==> config.mk <==
export PLATFORM = sky130hd
export DESIGN_NAME = mpt_timer
export DESIGN_NICKNAME = d
export VERILOG_FILES = /design/src/shared/mpt_pkg.sv /design/src/logic/mpt_timer.sv
export SDC_FILE = /design/constraint.sdc
export NUM_CORES = 1
export LEC_CHECK = 0
export BUFFER_PORTS_ARGS = -buffer_cell sky130_fd_sc_hd__buf_2
export CAP_MARGIN = 20
export CORE_MARGIN = 8
export CORE_UTILIZATION = 48
export CTS_CLUSTER_SIZE = 40
export DETAILED_ROUTE_END_ITERATION = 12
export GPL_ROUTABILITY_DRIVEN = 0
export PLACE_DENSITY = 0.68
export SLEW_MARGIN = 20
export SYNTH_ARGS = -nofsm -noshare
export SYNTH_HDL_FRONTEND = slang
export SYNTH_SLANG_ARGS = --single-unit
==> constraint.sdc <==
create_clock -name pclk -period 5.01 [get_ports pclk]
set_clock_uncertainty 0.2 [all_clocks]
set_input_delay 0.501 -clock pclk [delete_from_list [all_inputs] [get_ports pclk]]
set_output_delay 0.501 -clock pclk [all_outputs]
set_load 0.05 [all_outputs]
==> src/shared/mpt_pkg.sv <==
// Shared constants and types for the multipurpose pulse timer.
`default_nettype none
package mpt_pkg;
   // Clock and sampling.
   localparam int unsigned CLK_HZ = 20000000;
   localparam int unsigned TICK_US = 1000;
   localparam int unsigned TICK_CYCLES = (CLK_HZ / 1000000) * TICK_US;
   localparam int unsigned TICKS_PER_S = 1000000 / TICK_US;
   localparam int unsigned CNT_W = 32;
   localparam int unsigned DIV_W = 16;
   localparam logic [DIV_W-1:0] DIV_LAST = DIV_W'(TICK_CYCLES - 1);
   // Interval default: 1.0 s, in milliseconds and then in ticks.
   localparam int unsigned INTERVAL_DEF_MS = 1000;
   localparam logic [CNT_W-1:0] INTERVAL_DEF_TICKS = CNT_W'(INTERVAL_DEF_MS * TICKS_PER_S / 1000);
   // APB register map.
   localparam logic [7:0] ADDR_CTRL = 8'h00;
   localparam logic [7:0] ADDR_INTERVAL = 8'h04;
   localparam logic [7:0] ADDR_STATUS = 8'h08;
   localparam logic [7:0] ADDR_ELAPSED = 8'h0C;
   localparam logic [7:0] ADDR_REMAIN = 8'h10;
   localparam int unsigned CTRL_MODE_LSB = 0;
   localparam int unsigned CTRL_HOLD_BIT = 4;
   localparam int unsigned CTRL_CLEAR_BIT = 5;
   localparam int unsigned CTRL_TRIG_BIT = 6;
   localparam int unsigned STAT_OUT_BIT = 0;
   localparam int unsigned STAT_RUN_BIT = 1;
   localparam logic [2:0] MODE_PULSE = 3'h1;
   localparam logic [2:0] MODE_ON_DELAY = 3'h2;
   localparam logic [2:0] MODE_OFF_DELAY = 3'h3;
   localparam logic [2:0] MODE_CHANGE = 3'h4;
   localparam logic [2:0] MODE_RESET = MODE_PULSE;

   typedef struct packed {
      logic [7:0] addr;
      logic write;
      logic [31:0] wdata;
   } mpt_req_s;
endpackage : mpt_pkg
`default_nettype wire

==> src/logic/mpt_timer.sv <==
// Multipurpose pulse timer with APB register access.
//
// Design decisions made here: the APB register port and the placing of the registers.
`default_nettype none
// Every delay is measured in ticks of a fixed sampling period that a divider
// derives from pclk, so the interval register holds ticks rather than seconds.
// One run counter serves all four modes. Only one mode is active at a time,
// so sharing it costs nothing and keeps elapsed and remaining consistent.
// Pins reach the core through two-flop synchronisers, which adds two cycles of
// latency to every trigger, hold and clear event. Software can drive the same
// three controls through the control register for bring-up.
// Limitation: the interval is an unsigned tick count, so the longest delay is
// bounded by the 32-bit counter, far beyond any practical setting.
module mpt_timer
(
   input wire logic pclk,
   input wire logic presetn,
   input wire logic psel,
   input wire logic penable,
   input wire logic pwrite,
   input wire logic [7:0] paddr,
   input wire logic [31:0] pwdata,
   output logic [31:0] prdata,
   output logic pready,
   output logic pslverr,
   input wire logic trigger_in,
   input wire logic hold_in,
   input wire logic priority_clear,
   output logic timer_out,
   output logic [31:0] elapsed_time,
   output logic [31:0] remaining_time
);
   mpt_pkg::mpt_req_s req;
   logic [2:0] mode_r;
   logic sw_hold_r;
   logic sw_clear_r;
   logic sw_trig_r;
   logic [31:0] interval_length_r;
   logic [1:0] trig_sync_r;
   logic [1:0] hold_sync_r;
   logic [1:0] clr_sync_r;
   logic [mpt_pkg::DIV_W-1:0] div_r;
   logic tick;
   logic [31:0] elapsed_r;
   logic running_r;
   logic trig_now;
   logic trig_prev;
   logic chg_restart;
   logic hold_now;
   logic clear_now;
   logic done;
   logic access;

   // Remaining time never wraps below zero, even if software shrinks the
   // interval under a run that has already counted past it.
   function automatic logic [31:0] sat_sub(input logic [31:0] a, input logic [31:0] b);
      sat_sub = (a > b) ? a - b : 32'h0000_0000;
   endfunction : sat_sub

   // The request travels as one struct so the write and read decoders see
   // exactly the same address and direction.
   assign req = '{addr: paddr, write: pwrite, wdata: pwdata};
   assign access = psel && penable;

   // Pins from outside the clock domain: the second stage is all that logic reads.
   // Edge detection uses a register of the combined trigger, not a third stage,
   // so a software trigger is seen as one edge and not as an edge every cycle.
   always_ff @(posedge pclk or negedge presetn)
   begin
      if (!presetn)
      begin
         trig_sync_r <= 2'h0;
         hold_sync_r <= 2'h0;
         clr_sync_r <= 2'h0;
      end
      else
      begin
         trig_sync_r <= {trig_sync_r[0], trigger_in};
         hold_sync_r <= {hold_sync_r[0], hold_in};
         clr_sync_r <= {clr_sync_r[0], priority_clear};
      end
   end

   // The software trigger bit is ORed in so the block can be exercised without pins.
   assign trig_now = trig_sync_r[1] | sw_trig_r;
   assign hold_now = hold_sync_r[1] | sw_hold_r;
   assign clear_now = clr_sync_r[1] | sw_clear_r;
   // In change-delay mode any movement of the input starts the stability count
   // afresh, and the tick phase has to start afresh with it.
   assign chg_restart = (mode_r == mpt_pkg::MODE_CHANGE) && (trig_now != trig_prev);

   // Sampling-period divider; ticks are the only time base for delays.
   // It rests at zero between runs and restarts when a change-delay input moves,
   // so every run counts whole ticks and a pulse lasts exactly the interval.
   // A free-running divider would be simpler, but the first tick of a run would
   // then arrive anywhere from one cycle to a full period after the start.
   // While held it keeps its phase, so a pause loses no part of a tick.
   always_ff @(posedge pclk or negedge presetn)
   begin
      if (!presetn)
         div_r <= '0;
      else if (!running_r || chg_restart)
         div_r <= '0;
      else if (hold_now)
         div_r <= div_r;
      else if (div_r == mpt_pkg::DIV_LAST)
         div_r <= '0;
      else
         div_r <= div_r + 1'b1;
   end
   assign tick = (div_r == mpt_pkg::DIV_LAST);

   // Register writes land only at the access edge where pready is high.
   // The control bits are levels: a software clear stays in force until it is
   // written back to zero, like the pin.
   always_ff @(posedge pclk or negedge presetn)
   begin
      if (!presetn)
      begin
         mode_r <= mpt_pkg::MODE_RESET;
         sw_hold_r <= 1'b0;
         sw_clear_r <= 1'b0;
         sw_trig_r <= 1'b0;
         interval_length_r <= mpt_pkg::INTERVAL_DEF_TICKS;
      end
      else if (access && req.write && pready)
      begin
         unique case (req.addr)
            mpt_pkg::ADDR_CTRL:
            begin
               // Illegal mode codes are refused so the timer always has a defined behaviour.
               if (req.wdata[mpt_pkg::CTRL_MODE_LSB +: 3] >= mpt_pkg::MODE_PULSE &&
                   req.wdata[mpt_pkg::CTRL_MODE_LSB +: 3] <= mpt_pkg::MODE_CHANGE)
                  mode_r <= req.wdata[mpt_pkg::CTRL_MODE_LSB +: 3];
               sw_hold_r <= req.wdata[mpt_pkg::CTRL_HOLD_BIT];
               sw_clear_r <= req.wdata[mpt_pkg::CTRL_CLEAR_BIT];
               sw_trig_r <= req.wdata[mpt_pkg::CTRL_TRIG_BIT];
            end
            mpt_pkg::ADDR_INTERVAL:
               interval_length_r <= req.wdata;
            default:
            begin
            end
         endcase
      end
   end

   // Zero-wait APB slave; unmapped addresses answer with pslverr.
   // Read data is captured in the setup cycle, so it shows the state one cycle
   // before the access edge. For the time counters that skew is far below a tick.
   // Writes to the read-only status and time registers are quietly ignored.
   always_ff @(posedge pclk or negedge presetn)
   begin
      if (!presetn)
      begin
         pready <= 1'b0;
         pslverr <= 1'b0;
         prdata <= 32'h0000_0000;
      end
      else
      begin
         pready <= psel && !penable;
         pslverr <= 1'b0;
         if (psel && !penable)
         begin
            prdata <= 32'h0000_0000;
            unique case (req.addr)
               mpt_pkg::ADDR_CTRL:
                  prdata <= {25'h0, sw_trig_r, sw_clear_r, sw_hold_r, 1'b0, mode_r};
               mpt_pkg::ADDR_INTERVAL:
                  prdata <= interval_length_r;
               mpt_pkg::ADDR_STATUS:
                  prdata <= {30'h0, running_r, timer_out};
               mpt_pkg::ADDR_ELAPSED:
                  prdata <= elapsed_r;
               mpt_pkg::ADDR_REMAIN:
                  prdata <= sat_sub(interval_length_r, elapsed_r);
               default:
                  pslverr <= 1'b1;
            endcase
         end
      end
   end

   // A run finishes on the tick that brings the count up to the interval.
   assign done = running_r && tick && !hold_now && (elapsed_r + 32'h1 >= interval_length_r);

   // Previous value of the combined trigger, for edge and change detection.
   // Reset low, the idle level of the trigger, so no false edge follows reset.
   always_ff @(posedge pclk or negedge presetn)
   begin
      if (!presetn)
         trig_prev <= 1'b0;
      else
         trig_prev <= trig_now;
   end

   // Timer core: one run counter and the output, updated per mode.
   // Clear is checked first and is level sensitive, so a trigger that arrives
   // together with it, or while it is held, never starts a run, except in change-delay mode once clear is released.
   // The shared increment below is overridden by the mode branches that restart.
   always_ff @(posedge pclk or negedge presetn)
   begin
      if (!presetn)
      begin
         elapsed_r <= 32'h0000_0000;
         running_r <= 1'b0;
         timer_out <= 1'b0;
      end
      else if (clear_now)
      begin
         // Nothing else in the core is looked at while clear is active, which
         // is what makes clear dominant over every mode.
         elapsed_r <= 32'h0000_0000;
         running_r <= 1'b0;
         timer_out <= 1'b0;
      end
      else
      begin
         if (running_r && tick && !hold_now && !done)
            elapsed_r <= elapsed_r + 32'h1;
         unique case (mode_r)
            mpt_pkg::MODE_PULSE:
            begin
               if (done)
               begin
                  running_r <= 1'b0;
                  // The elapsed count is left at the interval so remaining reads
                  // zero until the next pulse starts.
                  timer_out <= 1'b0;
                  elapsed_r <= interval_length_r;
               end
               else if (trig_now && !trig_prev && !running_r)
               begin
                  // Edges during a running pulse fall through here and are ignored.
                  running_r <= 1'b1;
                  timer_out <= 1'b1;
                  elapsed_r <= 32'h0000_0000;
               end
            end
            mpt_pkg::MODE_ON_DELAY:
            begin
               if (!trig_now)
               begin
                  // A trigger that drops before the interval ends abandons the
                  // run, so short pulses never reach the output.
                  running_r <= 1'b0;
                  timer_out <= 1'b0;
                  elapsed_r <= 32'h0000_0000;
               end
               else if (!trig_prev)
               begin
                  running_r <= 1'b1;
                  elapsed_r <= 32'h0000_0000;
               end
               else if (done)
               begin
                  running_r <= 1'b0;
                  timer_out <= 1'b1;
                  elapsed_r <= interval_length_r;
               end
            end
            mpt_pkg::MODE_OFF_DELAY:
            begin
               if (trig_now)
               begin
                  running_r <= 1'b0;
                  timer_out <= 1'b1;
                  elapsed_r <= 32'h0000_0000;
               end
               else if (trig_prev)
               begin
                  // A falling trigger only starts the delay if the output is
                  // high; otherwise there is nothing to stretch.
                  running_r <= timer_out;
                  elapsed_r <= 32'h0000_0000;
               end
               else if (done)
               begin
                  running_r <= 1'b0;
                  timer_out <= 1'b0;
                  elapsed_r <= interval_length_r;
               end
            end
            mpt_pkg::MODE_CHANGE:
            begin
               if (trig_now == timer_out)
               begin
                  running_r <= 1'b0;
                  elapsed_r <= 32'h0000_0000;
               end
               else if (trig_now != trig_prev || !running_r)
               begin
                  // Any change of the input restarts the stability count.
                  running_r <= 1'b1;
                  elapsed_r <= 32'h0000_0000;
               end
               else if (done)
               begin
                  running_r <= 1'b0;
                  // The input has held its new value for the whole interval.
                  // The count is zeroed because the next change starts a new run.
                  timer_out <= trig_now;
                  elapsed_r <= 32'h0000_0000;
               end
            end
            default:
            begin
               running_r <= 1'b0;
            end
         endcase
      end
   end

   // Time outputs in ticks, registered.
   // They lag the internal count by one cycle so that every output of the block
   // comes straight from a flip-flop.
   always_ff @(posedge pclk or negedge presetn)
   begin
      if (!presetn)
      begin
         elapsed_time <= 32'h0000_0000;
         remaining_time <= 32'h0000_0000;
      end
      else
      begin
         elapsed_time <= elapsed_r;
         remaining_time <= sat_sub(interval_length_r, elapsed_r);
      end
   end
endmodule : mpt_timer
`default_nettype wire

# Word level (Yosys, flattened, before mapping)
# Cells that the tools add are included.
# totals
regBits	193
input_bits	48
output_inout_bits	99
word_cells	116
# classes
add_sub_neg	3
n_reduce_logical	26
bitwise_logic	3
order_cmp	4
mux	42
eq_ne	20
# op_table
cell	count
two-way mux 32 bit	13
one-hot mux 32 bit (5 select lines)	1
one-hot mux 32 bit (4 select lines)	1
two-way mux 16 bit	3
adder 32 x 1 -> 32 bit (second input constant)	1
greater-or-equal comparator 32 bit	1
> comparator 32 bit	1
subtractor 32 bit	1
two-way mux 1 bit	22
inequality test 4 bit (second input constant)	5
adder 16 x 1 -> 16 bit (second input constant)	1
== test 16 x 15 -> 1 bit (second input constant)	1
== test 8 x 4 -> 1 bit (second input constant)	2
logical AND 1 bit	12
inequality test 3 bit (second input constant)	3
AND reduction 9 bit	1
== test 8 x 3 -> 1 bit (second input constant)	1
== test 8 x 5 -> 1 bit (second input constant)	1
logical NOT 8 bit	1
one-hot mux 1 bit (4 select lines)	2
== test 3 x 2 -> 1 bit (second input constant)	2
logical NOT 1 bit	5
nonzero test 5 bit	1
OR reduction 5 bit	1
other kinds (11)	15

# Depth between registers and ports, before layout
# depth
word_depth	12
ltp_mapped	19
mapped_depth_nobuf	16

# Worst setup path after synthesis
# OpenSTA, ideal clock, no wires.
# synth_path
kind	reg2reg
start	register elapsed_r[0]
end	register elapsed_r[1]
slack_ns	1.085
arrival_ns	3.647
required_ns	4.732
path_stages_with_launch	19
setup_ns	0.078
n_path_buf	3
period_less_slack_ns	3.925
path_cell_list	dfrtp_1 ha_1 and3_4 nand4_4 nor4_4 and3_1 buf_6 nand4_1 xnor2_1 ha_1 nand4_1 or3_1 a311oi_2 o21ai_2 a21oi_2 and3_1 buf_2 buf_4 o2bb2ai_1
# synth_between
elab_chain_len	11
elab_cells_between_ends	18
cone_classes	add/sub (1); order compare (1); mux (13); reduce/logical (3)
# synth_lines
item	line_no	text
start, declared	mpt_timer.sv:44	logic [31:0] elapsed_r;
start signal, assigned	mpt_timer.sv:221	elapsed_r <= elapsed_r + 32'h1;
start signal, assigned	mpt_timer.sv:231	elapsed_r <= interval_length_r;
start signal, assigned	mpt_timer.sv:260	elapsed_r <= interval_length_r;
adder 32 x 1 -> 32 bit (*)	mpt_timer.sv:186, mpt_timer.sv:221	
greater-or-equal comparator 32 bit	mpt_timer.sv:186	assign done = running_r && tick && !hold_now && (elapsed_r + 32'h1 >= interval_length_r);
logical AND 1 bit	mpt_timer.sv:186	
logical NOT 1 bit	mpt_timer.sv:220	if (running_r && tick && !hold_now && !done)
logical AND 1 bit	mpt_timer.sv:220	
two-way mux 32 bit	mpt_timer.sv:220	
two-way mux 32 bit (on tied branches)	mpt_timer.sv:298, mpt_timer.sv:256, mpt_timer.sv:278	
two-way mux 32 bit (on tied branches)	mpt_timer.sv:292, mpt_timer.sv:251, mpt_timer.sv:271	
two-way mux 32 bit (on tied branches)	mpt_timer.sv:287, mpt_timer.sv:243, mpt_timer.sv:265	
one-hot mux 32 bit (4 select lines) (*)	mpt_timer.sv:222	unique case (mode_r)
two-way mux 32 bit (*)	mpt_timer.sv:210	else if (clear_now)
# Mark *: on every way between the ends. The rest lies on a longest branch, timed or not.
# A chain may end at the register's enable or synchronous reset.

# Final worst setup path
# layout_path
start	register elapsed_r[0]
end	register elapsed_r[14]
# The elaborated chain is that of the path after synthesis.

==> flow_summary.toml <==
[power_and_ir_drop]
cellPowerDensity_nw_per_um2 = 247
internal_power_uw = 2480
switching_share_pct = 26.1
leakage_uw = 0.00640
switching_power_uw = 875
pwr-share-comb_pct = 9.7
vdd_ir_drop_max_mv = 0.185
pwr-share-seq_pct = 47.5
pwr-share-clk_pct = 42.8

[grt]
track_usage_pct = 23.3
grt_start_max_net_pins = 106
antenna_found_initial = 0
grt_pass1_wl_mm = 56.2
grt_pass1_vias = 9944
grt_remaining_overflow = 0

[logic_synthesis]
avgSynthCellArea_um2 = 9.77
synth-seq-cells = 193
synth_cell_type_count = 97
synth_edf_count = 0
synth_top_area_share_pct = 39.1
async_reset_ff_share_pct = 100
syn_inst = 1217
synth_top_area_cell = "dfrtp_1"
syn-cell-area_um2 = 11900
synth_fp_nets = 1334
synth_warnings = 0
yosys_most_used_dff = "dfrtp_1"
synth-seq-area-share_pct = 40.7
yosys-top-cells-area = "dfrtp_1 39%, ha_1 7.2%, xnor2_1 5.4%, nor2_1 3.3%, a21oi_1 3.2%"

[detailed_routing]
wirelength_mm = 35.3
num_vias = 9926
drtIter0Drc = 1012
first_pass_iters = 5
routedWlPerCell_um = 21.0
ant_nets = 0
drc = 0
viasPerCell = 5.92

[cts]
clk_pin_slew_ns = 0.07
numCtsBuffers = 17
cts-root-buf = "clkbuf_16"
post-cts-setup-buffers = 0
cts_tree = "built"
cts.sink_count = 193
insertion_delay_ns = 0.44
cts_resized = 0
h-tree-depth = 4
clk_path_buf_depth = 2

[final_layout]
syn_to_final_growth_pct = 14.0
stdcell_count = 1678
drive_gt1_share_pct = 21.7
n_antenna_cell = 0
fillers = 2169
post-route-util_pct = 55.8
nets = 1458

[floorplanning]
initial_utilization_pct = 48.9
io_pins = 147
die_h_um = 173
core_um2 = 24300
die_w_um = 173
dieArea_um2 = 30100
rows = 57

[timing]
slew_violations = 0
max_freq_mhz = 215
setup_viol = 0
worst_pin_slew_ns = 0.856
fin_crit_ns = 4.65
rsz0062_at_grt = "no"
maxSlewHeadroom_pct = 42.8
tns_ns = 0
min_period_over_period_pct = 92.9
final_hold_viol_count = 0
holdWs_ns = 0.0895

[outcome]
status = "complete, no violations"

[worst_hold_path]
min_path_cells = 2
hold_class = "in2reg"

[placed_design]
dp_hpwl_mm = 25.4
io_buffers = 146
dp_cells = 1641

[critical_path]
r2r-start = "elapsed_r[0]$_DFF_PN0_"
crit_path_end = "elapsed_r[14]$_DFF_PN0_"
criticalPathCategory = "reg2reg"
arrival_ns = 4.81
worstRegToRegCells = 16
start_kind = "flip-flop"
rr_endpoint = "elapsed_r[14]$_DFF_PN0_"
path_max_fanout = 19
critical-path-max-stage-delay_ns = 0.49
crit_chain = "ha_1 -> and3_4 -> nand4_4 -> nor4_4 -> and3_1 -> nand4_1 -> xnor2_1 -> ha_1 -> nand4_1 -> or3_1 -> a311oi_2 -> o21ai_2 -> a21oi_2 -> and3_1 -> buf_4 -> o2bb2ai_1"
startpoint = "elapsed_r[0]$_DFF_PN0_"
endpoint_kind = "flip-flop"
rrSetupSlack_ns = 0.36
required_ns = 5.17
cp_slowest_cell = "dfrtp_1"

[job]
max-cap-violations = 0
[power groups by stage]
| stage | registers, uW | logic [uW] | clock network [uW] |
|---|---|---|---|
| 3_5_place_dp | 1620 | 320 | 0 |
| 4_1_cts | 1590 | 324 | 1450 |
| 3_3_place_gp | 1620 | 316 | 0 |
| 2_1_floorplan | 1640 | 180 | 0 |
| 6_report | 1590 | 325 | 1430 |
| 5_1_grt | 1600 | 352 | 1510 |
[state kept, by name (all words and copies together) (netlist names)]
register           flops
elapsed_r             32
elapsed_time          32
interval_length_r     32
prdata                32
remaining_time        32
div_r                 16
mode_r                 3
clr_sync_r             2
hold_sync_r            2
trig_sync_r            2
pready                 1
pslverr                1
running_r              1
sw_clear_r             1
sw_hold_r              1
sw_trig_r              1
timer_out              1
trig_prev              1
[Yosys cell counts, drive strengths merged (3+ instances only)]
library cell / n
o211ai: 4
a211oi: 4
o32ai: 5
nand2b: 11
o21bai: 4
buf: 34
xnor2: 73
nor4: 11
inv: 80
and2: 6
dfrtp: 186
ha: 68
dfstp: 7
or2: 4
o21a: 7
and4: 3
and3: 28
nor4b: 4
a21o: 15
a22oi: 4
clkbuf: 26
nor2b: 3
or3: 7
xor2: 16
nor2: 105
o221ai: 7
a21oi: 79
a31oi: 10
o31ai: 9
nor3: 27
nand2: 71
a211o: 4
a22o: 10
nand3: 28
o21ai: 66
nand4b: 6
mux2: 33
o2bb2ai: 33
o22ai: 4
nand4: 43
mux2i: 34
a31o: 3
a2111oi: 4
[cells by family after synthesis]
logic type	after synthesis	share of synthesized area (%)
DFF	193	40.7
buffers and inverters	143	5.21
xor gates and xnor gates	89	6.62
AOI/OAI and AO/OA	287	16.9
muxes	69	6.37
adders and majority gates	69	7.32
and+or+nand+nor	367	16.9
[layout by cell type, fill, tap and decap left out, drive strengths merged, types with 6 or more instances in the layout]
cell type	Yosys	final
o221ai	7	7
o21ai	66	66
or3	7	7
a31oi	10	10
buf	34	162
and3	28	28
nor2	105	105
dfrtp	186	186
dfstp	7	7
clkbuf	26	23
xnor2	73	73
xor2	16	16
nor4	11	11
ha	68	68
and2	6	6
o2bb2ai	33	33
nand4	43	43
a21o	15	15
a21oi	79	79
nand2	71	71
nand4b	6	6
o31ai	9	9
o21a	7	7
mux2	33	33
mux2i	34	34
nand3	28	28
a22o	10	10
nand2b	11	11
nor3	27	27
inv	80	83
[per-stage QoR]
stage	total power, uW	instance area (um2)	worst slack (ns)
4_1_cts	3370	13500	0.390
2_1_floorplan	1820	11900	1.09
3_5_place_dp	1940	12900	0.418
6_report	3350	13600	0.358
5_1_grt	3460	13600	0.0528
3_3_place_gp	1940	12900	0.598
[critical path: cells and delay by family (launching register included)]
kind / cells / cell delay, ns
AO/OA/AOI/OAI: 4 / 0.78
flip-flops: 1 / 0.49
XOR/XNOR: 1 / 0.17
adder cells (fa/ha/maj): 2 / 0.58
buffers and inverters: 1 / 0.28
AND/OR/NAND/NOR: 8 / 2.05
[layer usage]
layer | global-route usage [%] | up-vias | share of wire (%)
met2 | 37.3 | 413 | 46
met1 | 30.4 | 4826 | 43
met5 | 0 | - | 0
li1 | - | 4619 | -
met3 | 5.62 | 68 | 8.2
met4 | 8.19 | 0 | 3.0
[cell type report]
class	count	area [um2]	area share, %
clock buffers	22	494	3.64
flip-flops and latches	193	4840	35.7
clock inverters	10	120	0.886
multi-input cells	881	6450	47.6
well taps	324	405	2.99
repair buffers	167	945	6.97
inverters	81	304	2.24
[timing repair]
| item | CTS | global route |
|---|---|---|
| hold endpoints to repair | 88 | 0 |
| hold buffers | 4 | 0 |
| endpoints found under the setup margin | 0 | 0 |
[how the worst min path moves through the flow]
stage | startpoint | endpoint | slack (ns)
2_1_floorplan | presetn | clr_sync_r[0]$_DFF_PN0_ | 0.005
4_1_cts | pwdata[10] | interval_length_r[10]$_DFFE_PN0P_ | 0.08
3_5_place_dp | clr_sync_r[0]$_DFF_PN0_ | clr_sync_r[1]$_DFF_PN0_ | 0.14
6_report | pwdata[10] | interval_length_r[10]$_DFFE_PN0P_ | 0.09
3_3_place_gp | clr_sync_r[0]$_DFF_PN0_ | clr_sync_r[1]$_DFF_PN0_ | 0.14
5_1_grt | pwdata[17] | interval_length_r[17]$_DFFE_PN0P_ | 0.08
No activity file was read; power rests on OpenSTA's default activity.
